[src/hw/fbc_pkg.sv]
/*
  Shared constants and types for the burst flash command front end.
  Assumes a single 100 MHz system clock and a 16-bit word-addressed flash bus.
*/
`default_nettype none
package fbc_pkg;

  // Word address and data widths of the flash bus.
  localparam int ADDR_W = 21;
  localparam int DATA_W = 16;
  localparam int NBANK  = 4;
  localparam int SEC_W  = 7;

  // Command data values and the unlock addresses, low twelve address bits.
  localparam logic [7:0]  CMD_UNLOCK1 = 8'hAA;
  localparam logic [7:0]  CMD_UNLOCK2 = 8'h55;
  localparam logic [7:0]  CMD_CONFIG  = 8'hC0;
  localparam logic [7:0]  CMD_QUERY   = 8'h90;
  localparam logic [7:0]  CMD_RESET   = 8'hF0;
  localparam logic [7:0]  CMD_SUSPEND = 8'hB0;
  localparam logic [7:0]  CMD_RESUME  = 8'h30;
  localparam logic [11:0] UNLOCK_ADDR1 = 12'h555;
  localparam logic [11:0] UNLOCK_ADDR2 = 12'h2AA;

  // Configuration code is taken from address bits 19 down to 12.
  localparam int CFG_LSB       = 12;
  localparam int CFG_MSB       = 19;
  localparam int CFG_ASYNC_BIT = 7;
  localparam int CFG_RDY_BIT   = 6;
  localparam int CFG_EDGE_BIT  = 5;
  localparam int CFG_LEN_LSB   = 3;
  localparam int CFG_WAIT_LSB  = 0;
  // Asynchronous, ready with data, rising edge, continuous, seven cycles.
  localparam logic [7:0] CFG_RESET = 8'hE5;

  // Initial access cycles are the wait code plus this base.
  localparam logic [3:0] WAIT_BASE = 4'h2;
  localparam logic [2:0] WAIT_MAX_CODE = 3'h5;

  // Sector geometry: boot sectors are 8K words, the rest 32K words.
  localparam logic [5:0] BIG_LOW_IDX  = 6'h00;
  localparam logic [5:0] BIG_HIGH_IDX = 6'h3F;
  localparam logic [6:0] HIGH_BOOT_BASE = 7'h42;
  localparam logic [6:0] BIG_SEC_OFS    = 7'h03;
  // First sector of the second, third and fourth bank.
  localparam logic [6:0] BANK1_FIRST = 7'h13;
  localparam logic [6:0] BANK2_FIRST = 7'h23;
  localparam logic [6:0] BANK3_FIRST = 7'h33;

  // Burst wrap masks for 8, 16 and 32 word modes.
  localparam logic [ADDR_W-1:0] WRAP_MASK8  = 21'h000007;
  localparam logic [ADDR_W-1:0] WRAP_MASK16 = 21'h00000F;
  localparam logic [ADDR_W-1:0] WRAP_MASK32 = 21'h00001F;
  localparam logic [ADDR_W-1:0] WRAP_MASKC  = 21'h1FFFFF;

  typedef enum logic [1:0] {
    FBC_LEN_CONT, FBC_LEN_W8, FBC_LEN_W16, FBC_LEN_W32
  } fbc_len_t;

  typedef enum logic [2:0] {
    FBC_CMD_IDLE, FBC_CMD_UNL1, FBC_CMD_UNL2, FBC_CMD_ERROR
  } fbc_cmd_t;

  typedef enum logic [2:0] {
    FBC_BANK_READ, FBC_BANK_BUSY, FBC_BANK_SUSP, FBC_BANK_SUSP_PROG, FBC_BANK_QUERY
  } fbc_bank_t;

  // Decoded burst configuration as seen by the read path.
  typedef struct packed {
    logic       async_mode;
    logic       rdy_with_data;
    logic       rising_edge;
    fbc_len_t   burst_len;
    logic [3:0] init_cycles;
  } fbc_cfg_t;

  // Whole state of the front end.
  typedef struct packed {
    logic [2:0]                     we_s;
    logic [2:0]                     avs_s;
    logic [ADDR_W-1:0]              addr_s1;
    logic [ADDR_W-1:0]              addr_s2;
    logic [DATA_W-1:0]              data_s1;
    logic [DATA_W-1:0]              data_s2;
    fbc_cmd_t                       cmd;
    fbc_bank_t [NBANK-1:0]          bank;
    logic [NBANK-1:0][SEC_W-1:0]    susp_sec;
    logic [7:0]                     cfg_code;
    logic                           cfg_set;
    logic [NBANK-1:0]               susp_req;
    logic [NBANK-1:0]               res_req;
    logic [3:0]                     cnt;
    logic                           bursting;
    logic                           rdy;
    logic                           dvalid;
    logic [ADDR_W-1:0]              bptr;
  } fbc_state_t;

endpackage
`default_nettype wire

[src/hw/fbc_sector_decode.sv]
/*
  Combinational sector and bank decoder for a 16-bit word address.
  Assumes the address is already stable in the system clock domain.
*/
`default_nettype none
module fbc_sector_decode
  import fbc_pkg::*;
(
  input  wire logic [ADDR_W-1:0] word_addr,
  output logic      [SEC_W-1:0]  sector,
  output logic      [1:0]        bank
);

  logic [5:0] big_idx;

  // Each 32K-word slot is one sector except the two ends, split in four boot sectors.
  // sector decode
  always_comb begin
    big_idx = word_addr[20:15];
    if (big_idx == BIG_LOW_IDX) begin
      sector = {5'h00, word_addr[14:13]};
    end else if (big_idx == BIG_HIGH_IDX) begin
      sector = HIGH_BOOT_BASE + {5'h00, word_addr[14:13]};
    end else begin
      sector = {1'b0, big_idx} + BIG_SEC_OFS;
    end
  end

  // Banks hold 19, 16, 16 and 19 sectors from the bottom up.
  // bank mapping
  always_comb begin
    if (sector < BANK1_FIRST) begin
      bank = 2'h0;
    end else if (sector < BANK2_FIRST) begin
      bank = 2'h1;
    end else if (sector < BANK3_FIRST) begin
      bank = 2'h2;
    end else begin
      bank = 2'h3;
    end
  end

endmodule
`default_nettype wire

[src/hw/fbc_cmd.sv]
/*
  Command front end of a four-bank burst flash: write-cycle decoder, bank read
  state tracking, burst configuration register and burst initial-access timing.
  Assumes the bus pins come from outside and are synchronised here, while the
  embedded algorithm engine sits on sys_clk and reports per-bank activity.
*/
`default_nettype none

// Function
// - Decode word addresses into 70 sectors, four 8K at each end.
// - Map 19, 16, 16 and 19 sectors onto the four banks.
// - A bad or out-of-order write sequence leaves an error state until reset.
// - After power-up every bank reads the array with no command.
// - A bank returns to array read when its algorithm finishes.
// - Erase suspend allows reads of all other sectors of that bank.
// - Burst is refused until the configuration register has been written.
// - Configuration load is two unlock cycles then C0h at 555h.
// - Third configuration cycle latches address bits 19 to 12.
// - Reset loads the default configuration, asynchronous reads.
// - Configuration is frozen while any program, erase or lock runs.
// - Bit 19 selects asynchronous when one, synchronous burst when zero.
// - Bits 14 to 12 count cycles from address strobe to data.
// - Initial access cycles equal the wait field plus two.
// - Reset selects seven initial access cycles.
// - With two initial cycles ready is aligned with valid data.
// - Bits 16 and 15 select continuous, 8, 16 or 32 word wrap.
// - Bit 17 selects rising edge when one, falling when zero.
// - Bit 18 puts ready with data when one, one cycle early when zero.
module fbc_cmd
  import fbc_pkg::*;
(
  input  wire logic                         sys_clk,
  input  wire logic                         arst_n,
  input  wire logic                         write_strobe_n,
  input  wire logic [ADDR_W-1:0]            addr_pin,
  input  wire logic [DATA_W-1:0]            data_pin,
  input  wire logic                         address_valid_strobe_n,
  input  wire logic [NBANK-1:0]             alg_busy,
  input  wire logic [NBANK-1:0]             alg_erasing,
  output fbc_bank_t [NBANK-1:0]             bank_mode,
  output logic      [NBANK-1:0]             suspend_req,
  output logic      [NBANK-1:0]             resume_req,
  output fbc_cfg_t                          burst_cfg,
  output logic                              burst_enable,
  output logic                              cmd_error,
  output logic                              read_allowed,
  output logic      [SEC_W-1:0]             read_sector,
  output logic      [1:0]                   read_bank,
  output logic      [ADDR_W-1:0]            burst_addr,
  output logic                              ready_out,
  output logic                              data_valid
);

  logic [1:0]       rst_sync_q;
  logic             rst_n;
  fbc_state_t       st_q;
  fbc_state_t       st_d;
  logic [SEC_W-1:0] sec;
  logic [1:0]       bnk;
  logic             wr_evt;
  logic             avs_evt;
  logic [7:0]       wdata;
  logic [11:0]      wlow;
  logic             any_busy;
  logic             cfg_ok;
  fbc_bank_t        cur_bank;
  logic [3:0]       load_cycles;
  logic             early_rdy;
  logic [ADDR_W-1:0] wmask;

  // Reset release passes two flops so every state flop leaves reset on the same edge.
  always_ff @(posedge sys_clk or negedge arst_n) begin
    if (!arst_n) begin
      rst_sync_q <= 2'h0;
    end else begin
      rst_sync_q <= {rst_sync_q[0], 1'b1};
    end
  end
  assign rst_n = rst_sync_q[1];

  // One decoder serves both the command address and the read address.
  fbc_sector_decode u_dec (
    .word_addr (st_q.addr_s2),
    .sector    (sec),
    .bank      (bnk)
  );

  // Events are taken from the second synchroniser stage and the stage after it.
  assign wr_evt   = st_q.we_s[1] & ~st_q.we_s[2];
  assign avs_evt  = ~st_q.avs_s[1] & st_q.avs_s[2];
  assign wdata    = st_q.data_s2[7:0];
  assign wlow     = st_q.addr_s2[11:0];
  assign any_busy = |alg_busy;
  assign cur_bank = st_q.bank[bnk];

  // Decoded configuration fields.
  // read mode select
  assign burst_cfg.async_mode    = st_q.cfg_code[CFG_ASYNC_BIT];
  assign burst_cfg.rdy_with_data = st_q.cfg_code[CFG_RDY_BIT];
  assign burst_cfg.rising_edge   = st_q.cfg_code[CFG_EDGE_BIT];
  assign burst_cfg.burst_len     = fbc_len_t'(st_q.cfg_code[CFG_LEN_LSB +: 2]);
  assign burst_cfg.init_cycles   = {1'b0, st_q.cfg_code[CFG_WAIT_LSB +: 3]} + WAIT_BASE;

  assign burst_enable = st_q.cfg_set & ~burst_cfg.async_mode;

  // A two-cycle access leaves no room to lead, so ready always rides with data then.
  // forced aligned ready
  assign early_rdy   = ~burst_cfg.rdy_with_data && (burst_cfg.init_cycles != WAIT_BASE);
  assign load_cycles = burst_cfg.init_cycles;

  // Config write is accepted only when no bank runs an embedded operation.
  // frozen while busy
  assign cfg_ok = ~any_busy;

  always_comb begin
    unique case (burst_cfg.burst_len)
      FBC_LEN_W8:  wmask = WRAP_MASK8;
      FBC_LEN_W16: wmask = WRAP_MASK16;
      FBC_LEN_W32: wmask = WRAP_MASK32;
      FBC_LEN_CONT: wmask = WRAP_MASKC;
    endcase
  end

  // Next-state logic for the whole front end.
  always_comb begin
    st_d          = st_q;
    st_d.we_s     = {st_q.we_s[1:0], ~write_strobe_n};
    st_d.avs_s    = {st_q.avs_s[1:0], address_valid_strobe_n};
    st_d.addr_s1  = addr_pin;
    st_d.addr_s2  = st_q.addr_s1;
    st_d.data_s1  = data_pin;
    st_d.data_s2  = st_q.data_s1;
    st_d.susp_req = '0;
    st_d.res_req  = '0;
    st_d.dvalid   = 1'b0;

    // Banks follow the algorithm engine; commands below may override.
    for (int i = 0; i < NBANK; i++) begin
      unique case (st_q.bank[i])
        FBC_BANK_READ: begin
          if (alg_busy[i]) begin
            st_d.bank[i] = FBC_BANK_BUSY;
          end
        end
        FBC_BANK_BUSY: begin
          if (!alg_busy[i]) begin
            st_d.bank[i] = FBC_BANK_READ;
          end
        end
        FBC_BANK_SUSP: begin
          if (alg_busy[i] && !st_q.susp_req[i]) begin
            st_d.bank[i] = FBC_BANK_SUSP_PROG;
          end
        end
        FBC_BANK_SUSP_PROG: begin
          if (!alg_busy[i]) begin
            st_d.bank[i] = FBC_BANK_SUSP;
          end
        end
        FBC_BANK_QUERY: begin
          st_d.bank[i] = FBC_BANK_QUERY;
        end
        default: begin
          st_d.bank[i] = FBC_BANK_READ;
        end
      endcase
    end

    // Command sequencer, one step per write cycle, taken when the write strobe falls.
    if (wr_evt) begin
      if (wdata == CMD_RESET) begin
        st_d.cmd = FBC_CMD_IDLE;
        if (cur_bank == FBC_BANK_QUERY) begin
          st_d.bank[bnk] = FBC_BANK_READ;
        end
      end else begin
        unique case (st_q.cmd)
          FBC_CMD_IDLE: begin
            if (wdata == CMD_UNLOCK1 && wlow == UNLOCK_ADDR1) begin
              st_d.cmd = FBC_CMD_UNL1;
            end else if (wdata == CMD_SUSPEND) begin
              if (cur_bank == FBC_BANK_BUSY && alg_erasing[bnk]) begin
                st_d.bank[bnk]     = FBC_BANK_SUSP;
                st_d.susp_sec[bnk] = sec;
                st_d.susp_req[bnk] = 1'b1;
              end
            end else if (wdata == CMD_RESUME) begin
              if (cur_bank == FBC_BANK_SUSP) begin
                st_d.bank[bnk]    = FBC_BANK_BUSY;
                st_d.res_req[bnk] = 1'b1;
              end
            end else begin
              st_d.cmd = FBC_CMD_ERROR;
            end
          end
          FBC_CMD_UNL1: begin
            if (wdata == CMD_UNLOCK2 && wlow == UNLOCK_ADDR2) begin
              st_d.cmd = FBC_CMD_UNL2;
            end else begin
              st_d.cmd = FBC_CMD_ERROR;
            end
          end
          FBC_CMD_UNL2: begin
            st_d.cmd = FBC_CMD_IDLE;
            if (wdata == CMD_CONFIG && wlow == UNLOCK_ADDR1) begin
              if (cfg_ok) begin
                st_d.cfg_code = st_q.addr_s2[CFG_MSB:CFG_LSB];
                st_d.cfg_set  = 1'b1;
              end
            end else if (wdata == CMD_QUERY && wlow == UNLOCK_ADDR1) begin
              st_d.bank[bnk] = FBC_BANK_QUERY;
            end else begin
              st_d.cmd = FBC_CMD_ERROR;
            end
          end
          FBC_CMD_ERROR: begin
            st_d.cmd = FBC_CMD_ERROR;
          end
          default: begin
            st_d.cmd = FBC_CMD_ERROR;
          end
        endcase
      end
    end

    // Burst timing: count initial cycles from the strobe, then stream words.
    if (avs_evt && burst_enable) begin
      st_d.bursting = 1'b1;
      st_d.cnt      = load_cycles;
      st_d.rdy      = 1'b0;
      st_d.bptr     = st_q.addr_s2;
    end else if (st_q.bursting) begin
      if (st_q.cnt != 4'h0) begin
        st_d.cnt = st_q.cnt - 4'h1;
        st_d.rdy = (st_q.cnt == 4'h2 && early_rdy) || (st_q.cnt == 4'h1);
        st_d.dvalid = (st_q.cnt == 4'h1);
      end else begin
        st_d.rdy    = 1'b1;
        st_d.dvalid = 1'b1;
        st_d.bptr = (st_q.bptr & ~wmask) | ((st_q.bptr + 21'h000001) & wmask);
      end
    end
    if (wr_evt || !burst_enable) begin
      st_d.bursting = 1'b0;
      st_d.rdy      = 1'b0;
      st_d.dvalid   = 1'b0;
    end
  end

  // The state register; defaults give array read and the reset configuration.
  // power-up read
  always_ff @(posedge sys_clk or negedge rst_n) begin
    if (!rst_n) begin
      st_q          <= '0;
      st_q.we_s     <= 3'h0;
      st_q.avs_s    <= 3'h7;
      st_q.cmd      <= FBC_CMD_IDLE;
      st_q.bank     <= {NBANK{FBC_BANK_READ}};
      st_q.cfg_code <= CFG_RESET;
    end else begin
      st_q <= st_d;
    end
  end

  // A read is refused only in a busy bank or in the suspended sector.
  // other sectors readable
  assign read_allowed = (cur_bank == FBC_BANK_READ) || (cur_bank == FBC_BANK_QUERY) ||
                        (((cur_bank == FBC_BANK_SUSP) || (cur_bank == FBC_BANK_SUSP_PROG)) &&
                         (st_q.susp_sec[bnk] != sec));

  assign bank_mode   = st_q.bank;
  assign suspend_req = st_q.susp_req;
  assign resume_req  = st_q.res_req;
  assign cmd_error   = (st_q.cmd == FBC_CMD_ERROR);
  assign read_sector = sec;
  assign read_bank   = bnk;
  assign burst_addr  = st_q.bptr;
  assign ready_out   = st_q.rdy;
  assign data_valid  = st_q.dvalid;
endmodule
`default_nettype wire

[config.mk]
export PLATFORM = sky130hd
export DESIGN_NAME = fbc_cmd
export DESIGN_NICKNAME = d
export VERILOG_FILES = /design/src/hw/fbc_pkg.sv /design/src/hw/fbc_sector_decode.sv /design/src/hw/fbc_cmd.sv
export SDC_FILE = /design/constraint.sdc
export NUM_CORES = 1
export LEC_CHECK = 0
export BUFFER_PORTS_ARGS = -buffer_cell sky130_fd_sc_hd__buf_2
export CAP_MARGIN = 0
export CORE_ASPECT_RATIO = 1.1
export CORE_MARGIN = 3
export CORE_UTILIZATION = 49
export CTS_CLUSTER_DIAMETER = 50
export DETAILED_ROUTE_END_ITERATION = 7
export MAX_ROUTING_LAYER = met4
export PLACE_DENSITY_LB_ADDON = 0.15
export SKIP_CTS_REPAIR_TIMING = 1
export SYNTH_ARGS = -nofsm -noshare
export SYNTH_HDL_FRONTEND = slang
export SYNTH_HIERARCHICAL = 1
export SYNTH_SLANG_ARGS = --single-unit
[constraint.sdc]
create_clock -name sys_clk -period 5 [get_ports sys_clk]
set_clock_uncertainty 0.05 [all_clocks]
set_input_delay 0.75 -clock sys_clk [delete_from_list [all_inputs] [get_ports sys_clk]]
set_output_delay 0.75 -clock sys_clk [all_outputs]
set_load 0.02 [all_outputs]
==> impl_metrics.ini, run 1 <==
[outcome]
outcome = finished, final reports clean

[yosys]
ys_async_sr_fraction_pct = 100.0
ys_top_cells_by_area = dfrtp_1 50%, buf_4 4.8%, mux2_2 4.5%
synthSimpleGateAreaFrac_pct = 16.20
synth_compound_area_share_pct = 8.919
syn_inst = 634
synth_top_family_by_area = simple AND/OR/NAND/NOR gates
synthTopCellsByCount = 145 x dfrtp_1, 48 x nand2_1, 47 x buf_4
syn_nets = 693
synth_top_flop_cell = dfrtp_1
synthAdderAreaFrac_pct = 1.709
synth.most_common_cell = dfrtp_1
ys_warn_count = 6
synth_area_per_cell_um2 = 11.55
yosysTopAreaCellShare_pct = 49.55
synth_top_area_cell = dfrtp_1
synth_edf_count = 0
synth_seq_cells = 153
synth_xor_area_share_pct = 3.827
yosysUniqueCellTypes = 73
synthMuxAreaShare_pct = 9.875
ys_seq_area_share_pct = 52.42
synthesis.area_um2 = 7323

[sta]
slew_viol_final = 0
finalSetupViolCount = 0
final.period_utilization_pct = 96.23
final_period_minus_worst_setup_slack_ns = 4.812
fmaxAchievable_ghz = 0.2078
fin_ws_ns = 0.1884
max-slew-margin-rel_pct = 35.52
tightest_slew_ns = 0.9672
setup_tns_ns = 0
hold_violations = 0

[clock_tree]
numCtsBuffers = 17
cts_buffer_depth = 2
clock-sinks = 153
ctsHtreeMaxLevel = 4
clock_latency_ns = 0.43
root_buffer = clkbuf_16
path_clk_slew_ns = 0.06
cts_tree = done

[route]
post_drt_wl_per_cell_um = 18.06
dr.pass1.iters = 5
vias = 5124
wirelength_mm = 16.47
drt.antenna.violating_nets = 0
viasPerCell = 5.618
first_iter_violations = 313
drc = 0

[floorplanning]
fp.dieW_um = 122.6
dieArea_um2 = 16450
initial_core_util_pct = 50.49
num_rows = 46
fp.dieH_um = 134.2
ios = 113
core-area_um2 = 14500

[power]
p_int_mw = 2.050
peakVddDrop_mv = 0.2116
p_per_area_nw_per_um2 = 330.7
p_sw_share_pct = 26.31
power.switching_mw = 0.7316
seqPwrFrac_pct = 47.7
power_frac_comb_pct = 9.0
power.share.clock_pct = 43.3
power.leakage_nw = 3.718

[critical_path]
cp_slowest_cell = mux4_1
critPathLaunch = st_q[135]
crit_chain = inv_1 > ha_2 > nor3b_2 > a2bb2o_4 > o22ai_1 > o21bai_2 > mux2i_4 > buf_4 > mux4_1 > xnor2_1 > nand4_1 > o41ai_2 > o21ai_0 > buf_2
reg2reg_from = st_q[135]
endpoint_kind = output port
crit_type = register to output port
start_kind = register
path_max_fanout = 7
cp.required_ns = 4.20
cpPeakStageDelay_ns = 0.56
arrival_ns = 4.01

[global_routing]
grt_pass1_wl_mm = 26.99
grtUsageMet3_pct = 5.188
grt_use_met2_pct = 35.32
use_met1_pct = 27.93
antenna_found_initial = 0
busiest_layer = met2
gr-usage-all-layers_pct = 21.86
gr-total-overflow = 0
grt_max_degree = 78
grt_pass1_vias = 5151

[placed_design]
port_buffers = 104
placed_area_um2 = 7769
detailedPlace.worstSlack_ns = 0.08543
hpwl_mm = 12.06
place_congestion = 0.8857
dp_cells = 877

[cells_and_area]
area_growth_pct = 14.83
drive_gt1_share_pct = 32.92
instances_no_fill = 912
num_antenna_cells = 0
nets = 766
fin_area_um2 = 8409

[job]
max-cap-violations = 0

[hold_path]
hold_class = input port to async pin
## stage by stage
| stage | hold WS (ns) | power [mW] | util (%) |
|---|---|---|---|
| final | 0.04130 | 2.781 | 57.98 |
| after global routing | 0.02671 | 2.901 | 57.98 |
| after CTS | 0.02559 | 2.797 | 57.46 |
| after detailed placement | 0.2847 | 1.586 | 53.56 |
| after global placement | 0.2819 | 1.582 | 53.56 |
| after floorplan | 0.2812 | 1.504 | - |
## path summary, 6_finish.rpt
check                           cells past startpoint  slack, ns            end
max in group asynchronous                           1       3.53       st_q[37]
worst min register to register                      0       0.30       st_q[94]
worst max-delay path                               14       0.19   read_allowed
worst max register to register                     13       0.80       register
worst min-delay path                                1       0.04  rst_sync_q[1]
min in group sys_clk                                0       0.30       st_q[94]
## power by group through the flow
stage	logic, mW	clock network (mW)	registers [mW]
6_report	0.250	1.21	1.33
5_1_grt	0.272	1.30	1.33
4_1_cts	0.238	1.23	1.33
3_5_place_dp	0.237	0	1.35
3_3_place_gp	0.235	0	1.35
2_1_floorplan	0.167	0	1.34
## placed cells by master, fill, tap and decap left out, drive strengths merged, types with 3 or more instances in the layout
cell	n
nor2	26
a21oi	19
nand4	8
buf	121
o41ai	3
nand2	49
clkinvlp	5
o22ai	5
mux4	11
nor4bb	9
nor3b	7
xor2	10
nor4b	3
nor2b	7
inv	23
dfstp	8
o21bai	5
nand3	16
clkinv	3
a31oi	12
mux2i	4
nor4	7
and4	4
xnor2	22
clkbuf	19
and2	6
dfrtp	145
mux2	36
o311ai	4
nand3b	3
nand2b	13
or3	6
o21ai	36
ha	10
or2	5
nor3	19
## per-layer routing
metal | vias up | routed length [um]
met5 | - | 0
met4 | 0 | 268
met3 | 30 | 943
met2 | 171 | 8235
met1 | 2543 | 7025
li1 | 2380 | -
## logic make-up (layout without fill, tap and decap cells)
| group | after synthesis | in the layout |
|---|---|---|
| and+or+nand+nor | 199 | 199 |
| other | 1 | 1 |
| adders and majority gates | 10 | 10 |
| muxes | 51 | 51 |
| DFF | 153 | 153 |
| xor gates and xnor gates | 32 | 32 |
| AOI/OAI and AO/OA | 103 | 103 |
| buffers and inverters | 85 | 171 |
## layout make-up
class | count | area [um2]
clock buffers | 19 | 452.9
flip-flops and latches | 153 | 3844
fillers | 1276 | 6095
well taps | 192 | 240.2
clock inverters | 13 | 112.6
multi-input cells | 396 | 3019
repair buffers | 121 | 673.1
inverters | 18 | 67.56
## worst max-delay path: cells and delay by family (launching register included)
| kind | cells | cell delay [ns] |
|---|---|---|
| multiplexers | 2 | 0.96 |
| AO/OA/AOI/OAI | 5 | 0.91 |
| flip-flops | 1 | 0.45 |
| buffers and inverters | 3 | 0.44 |
| AND/OR/NAND/NOR | 2 | 0.41 |
| adder cells (fa/ha/maj) | 1 | 0.21 |
| XOR/XNOR | 1 | 0.19 |
Power figures use the tool's default switching activity.
==> inputs of run 2 (changes only) <==
- ABC_CLOCK_PERIOD_IN_PS: unset -> 5000
- CORE_UTILIZATION: 49 -> 50
==> run 2 against run 1 <==
  * Non-clock buffer count rose by 1
  * Count of clock-buffer cells in the layout rose by 3
  * Sequential power barely moved
==> impl_metrics.ini, run 2 (synthesis gave the netlist of run 1 again) <==
[outcome]
outcome = finished, final reports clean

[sta]
slew_viol_final = 0
final.period_utilization_pct = 96.02
fmaxAchievable_ghz = 0.2083
max-slew-margin-rel_pct = 30.28
tightest_slew_ns = 1.046
hold_violations = 0
finalSetupViolCount = 0
hold_ws_ns = 0.05430
final_period_minus_worst_setup_slack_ns = 4.801

[critical_path]
rr_worst_depth = 13
endpoint_kind = output port
cp.required_ns = 4.20
arrival_ns = 4.00
path_max_fanout = 9
start_kind = register
reg2reg_from = st_q[135]
ff2ff_setup_slack_ns = 0.57
crit_type = register to output port

[placed_design]
hpwl_mm = 11.85
place_congestion = 0.9116
placed_area_um2 = 7766
port_buffers = 104

[floorplanning]
num_rows = 45
fp.dieH_um = 132.9
core-area_um2 = 14080
ios = 113
initial_core_util_pct = 52.03
dieArea_um2 = 16140
fp.dieW_um = 121.4

[cells_and_area]
area_growth_pct = 15.48
num_antenna_cells = 0
layout_common_cells = 143 x dfrtp_1, 104 x buf_2, 48 x nand2_1, 33 x o21ai_0, 29 x mux2_2
nets = 767
fillers = 1179
fin_util_pct = 60.08
drive_gt1_share_pct = 32.45
fin_area_um2 = 8457
final_common_cell = dfrtp_1

[route]
drt.antenna.violating_nets = 0
first_iter_violations = 406
wirelength_mm = 16.60
vias = 5056
drc = 0
post_drt_wl_per_cell_um = 18.26
dr.pass1.iters = 4
viasPerCell = 5.562

[power]
p_per_area_nw_per_um2 = 351.0
total_power_mw = 2.968
peakVddDrop_mv = 0.2648
power.leakage_nw = 3.758

[clock_tree]
clock_latency_ns = 0.42
cts_tree = done
root_buffer = clkbuf_16
ctsHtreeMaxLevel = 4
numCtsBuffers = 17
path_clk_slew_ns = 0.06
clock-sinks = 153
cts_buffer_depth = 2

[global_routing]
grt_max_degree = 83
grt_pass1_wl_mm = 27.10
gr-usage-all-layers_pct = 22.13
antenna_found_initial = 0
grt_pass1_vias = 5276
gr-total-overflow = 0

[job]
max-cap-violations = 0

[hold_path]
hold_class = input port to async pin
[run 2: cell count changes in the layout (fill, tap and decap cells not counted), moves of 2 or more]
cell	change
buf_12	-2
buf_4	+3
bufinv_16	+5
clkbuf_1	+4
clkinvlp_4	-3
inv_6	-2
inv_8	-2
[run 2: final cells by class]
type	instances	area [um2]	share of cell area, %
flip-flops and latches	153	3844	45.45
multi-input cells	396	3009	35.58
repair buffers	122	655.6	7.753
clock buffers	22	454.2	5.371
well taps	188	235.2	2.781
clock inverters	10	191.4	2.264
inverters	18	67.56	0.7989
[run 2: through the flow]
step                worst slack [ns]  setup TNS (ns)  std cells
floorplan                     0.1953               0        634
global placement              0.3015               0        875
detailed placement            0.2026               0        875
CTS                          -0.2771         -0.2771        907
global route               -0.003163       -0.003163        909
finish                        0.1991               0        909
[run 2: critical path, stage by stage, from the launching register on]
cell,delay (ns)
dfrtp_2,0.42
inv_1,0.08
ha_1,0.26
nor3b_2,0.18
a2bb2o_2,0.32
or3_1,0.44
mux2i_4,0.16
buf_4,0.15
buf_4,0.19
mux4_2,0.60
nor2b_2,0.31
o41ai_2,0.13
o21ai_1,0.12
buf_2,0.20
[run 2: how the worst max path moves through the flow]
stage / startpoint / end / slack, ns / cells past startpoint
final: st_q[135] / read_allowed / 0.20 / 13
after global routing: st_q[135] / read_allowed / -0.003 / 13
after CTS: st_q[135] / read_allowed / -0.28 / 12
after detailed placement: st_q[135] / read_allowed / 0.20 / 13
after global placement: st_q[135] / read_allowed / 0.30 / 12
after floorplan: st_q[135] / read_allowed / 0.20 / 13
[run 2: per-layer routing]
layer  track usage (%)  vias to the layer above  share of wire (%)
li1                  -                     2368                  -
met1             27.18                     2508                 43
met2             36.10                      145                 51
met3             5.173                       35                4.7
met4             7.410                        0                2.3
met5                 -                        -                  0
[run 2: power by group]
group | leakage, nW | internal (mW) | total (mW) | switching (mW)
Combinational | 1.54 | 0.0975 | 0.248 | 0.150
Clock | 0.305 | 0.902 | 1.39 | 0.491
Sequential | 1.91 | 1.28 | 1.33 | 0.0499
==> inputs of run 3 (changes only) <==
- SYNTH_HIERARCHICAL: 1 -> unset
==> run 3 against run 2 <==
  * Flip-flop and latch count unchanged
  * Cell area increased by 0.34%
  * Total power decreased by 2.0%
  * Synthesized area increased by 1.5%
  * Combinational power increased by 15%
  * Wire length increased by 2.7%
  * Setup slack got worse by 0.018 ns
  * Utilization decreased by 1.6 points
  * Cell count increased by 9.4%
  * Synthesized cell count increased by 13%
  * Critical endpoint unchanged
==> impl_metrics.ini, run 3 <==
[sta]
fmaxAchievable_ghz = 0.2075
slew_viol_final = 0
tightest_slew_ns = 0.6670
rsz0062_at_grt = no
max-slew-margin-rel_pct = 55.53
finalSetupViolCount = 0
hold_violations = 0
setup_tns_ns = 0
final_period_minus_worst_setup_slack_ns = 4.819
final.period_utilization_pct = 96.38

[placed_design]
placed_area_um2 = 7820
port_buffers = 104
hpwl_mm = 12.27
place_congestion = 0.9386

[cells_and_area]
layout_common_cells = 144 x dfrtp_1, 104 x buf_2, 91 x nand2_1, 52 x nor2_1, 50 x o21ai_0
area_growth_pct = 14.18
final_common_cell = dfrtp_1
drive_gt1_share_pct = 26.31
nets = 848
fillers = 1265
num_antenna_cells = 0
regArea_um2 = 3842
fin_util_pct = 58.51
fin_area_um2 = 8486
multi_input_area_um2 = 3072

[critical_path]
ff2ff_setup_slack_ns = 0.88
start_kind = register
arrival_ns = 4.02
cp.required_ns = 4.20
endpoint_kind = output port
crit_type = register to output port
r2r_end = bank_mode[6]
rr_worst_depth = 13
reg2reg_from = st_q[135]
path_max_fanout = 10

[global_routing]
grt_pass1_wl_mm = 28.04
antenna_found_initial = 0
grt_max_degree = 58
gr-total-overflow = 0
gr-usage-all-layers_pct = 22.30
grt_pass1_vias = 5542

[route]
viasPerCell = 5.570
highest_layer = met4
drt.antenna.violating_nets = 0
first_iter_violations = 507
post_drt_wl_per_cell_um = 17.15
dr_wl_met3_um = 842
vias = 5537
drt-met1-wl_mm = 7.475
wl_met2_mm = 8.416
wirelength_mm = 17.05
drc = 0
dr.pass1.iters = 5

[yosys]
synth_area_per_cell_um2 = 10.34
synth_seq_cells = 153
ys_async_sr_fraction_pct = 100.0
synth_top_flop_cell = dfrtp_1
synth_edf_count = 0
synth.most_common_cell = dfrtp_1
yosysTopAreaCellShare_pct = 48.82
ys_top_cells_by_area = dfrtp_1 49%, buf_4 4.7%, nand2_1 4.6%
synthTopCellsByCount = 145 x dfrtp_1, 91 x nand2_1, 52 x nor2_1
synth_top_area_cell = dfrtp_1
yosysUniqueCellTypes = 86
syn_nets = 778
ys_warn_count = 0
syn_inst = 719
ys_seq_area_share_pct = 51.65
synthesis.area_um2 = 7432

[power]
power.leakage_nw = 3.931
peakVddDrop_mv = 0.2220
p_per_area_nw_per_um2 = 342.9

[outcome]
outcome = finished, final reports clean

[floorplanning]
core-area_um2 = 14500
num_rows = 46
dieArea_um2 = 16360
fp.dieW_um = 122.2
fp.dieH_um = 133.9
ios = 113
initial_core_util_pct = 51.24

[clock_tree]
root_buffer = clkbuf_16
cts_buffer_depth = 2
numCtsBuffers = 17
path_clk_slew_ns = 0.07
clock-sinks = 153
clock_latency_ns = 0.43
ctsHtreeMaxLevel = 4
cts_tree = done

[job]
max-cap-violations = 0

[hold_path]
hold_class = input port to async pin
-- run 3: cell types whose count changed after synthesis, sizes merged, moves of 6 or more --
cell and delta:
xnor2 -7, mux2 -17, nand2 +43, nand3 +15, o21ai +29, nor3 -8, a21oi +10, and3 +11
nor2 +28, inv +6, nor4bb -8, mux4 -11
-- run 3: how the worst max path moves through the flow --
stage / start / endpoint / slack [ns] / depth (start not counted)
global route: st_q[135] / read_allowed / 0.02 / 14
finish: st_q[135] / read_allowed / 0.18 / 14
CTS: st_q[135] / read_allowed / -0.04 / 13
global placement: st_q[135] / read_allowed / 0.53 / 13
detailed placement: st_q[135] / read_allowed / 0.43 / 13
floorplan: rst_sync_q[1] / async pin / 0.39 / 0
-- run 3: routing by layer --
metal / track usage (%) / vias to the layer above
met4: 7.778 / 0
li1: - / 2613
met1: 28.67 / 2717
met5: - / -
met3: 4.302 / 27
met2: 35.50 / 180
-- run 3: area by class of cell --
type	instances	area share (%)
multi-input cells	473	36.20
flip-flops and latches	153	45.28
well taps	192	2.831
clock buffers	18	5.175
repair buffers	119	7.461
inverters	25	1.106
clock inverters	14	1.946
-- run 3: metrics by stage --
stage / setup slack [ns] / instances / total power, mW / hold WS, ns
3_5_place_dp: 0.4319 / 957 / 1.612 / 0.2847
3_3_place_gp: 0.5315 / 957 / 1.606 / 0.2843
4_1_cts: -0.03709 / 989 / 2.925 / 0.02738
6_report: 0.1812 / 994 / 2.910 / 0.04308
5_1_grt: 0.01827 / 994 / 3.022 / 0.02547
2_1_floorplan: 0.3853 / 719 / 1.520 / 0.2812
-- run 3: worst max-delay path, stage by stage (launching register included) --
cell and delay, ns:
dfrtp_1 0.48, inv_1 0.10, ha_2 0.26, nand2b_4 0.06, or4_4 0.47, mux2_4 0.36
o22ai_4 0.25, nand3_1 0.24, o21ai_4 0.25, a21oi_1 0.07, or4_1 0.42, nand4_1 0.16
a2111oi_2 0.07, a31oi_1 0.21, buf_2 0.20
-- run 3: kinds of logic (layout without fill, tap and decap cells) --
group	count (synthesis)	after routing	synth area share (%)
AO/OA/AOI/OAI	147	147	13.01
adder cells (fa/ha/maj)	10	10	1.684
AND/OR/NAND/NOR	266	266	19.18
XOR/XNOR	26	26	3.064
flip-flops	153	153	51.65
multiplexers	23	23	4.023
other	1	1	0.05046
buffers and inverters	93	176	7.340
-- run 3: where the power goes --
group / internal [mW] / switching [mW] / leakage, nW
registers: 1.27 / 0.0429 / 1.89
logic: 0.0983 / 0.185 / 1.75
clock network: 0.731 / 0.578 / 0.297
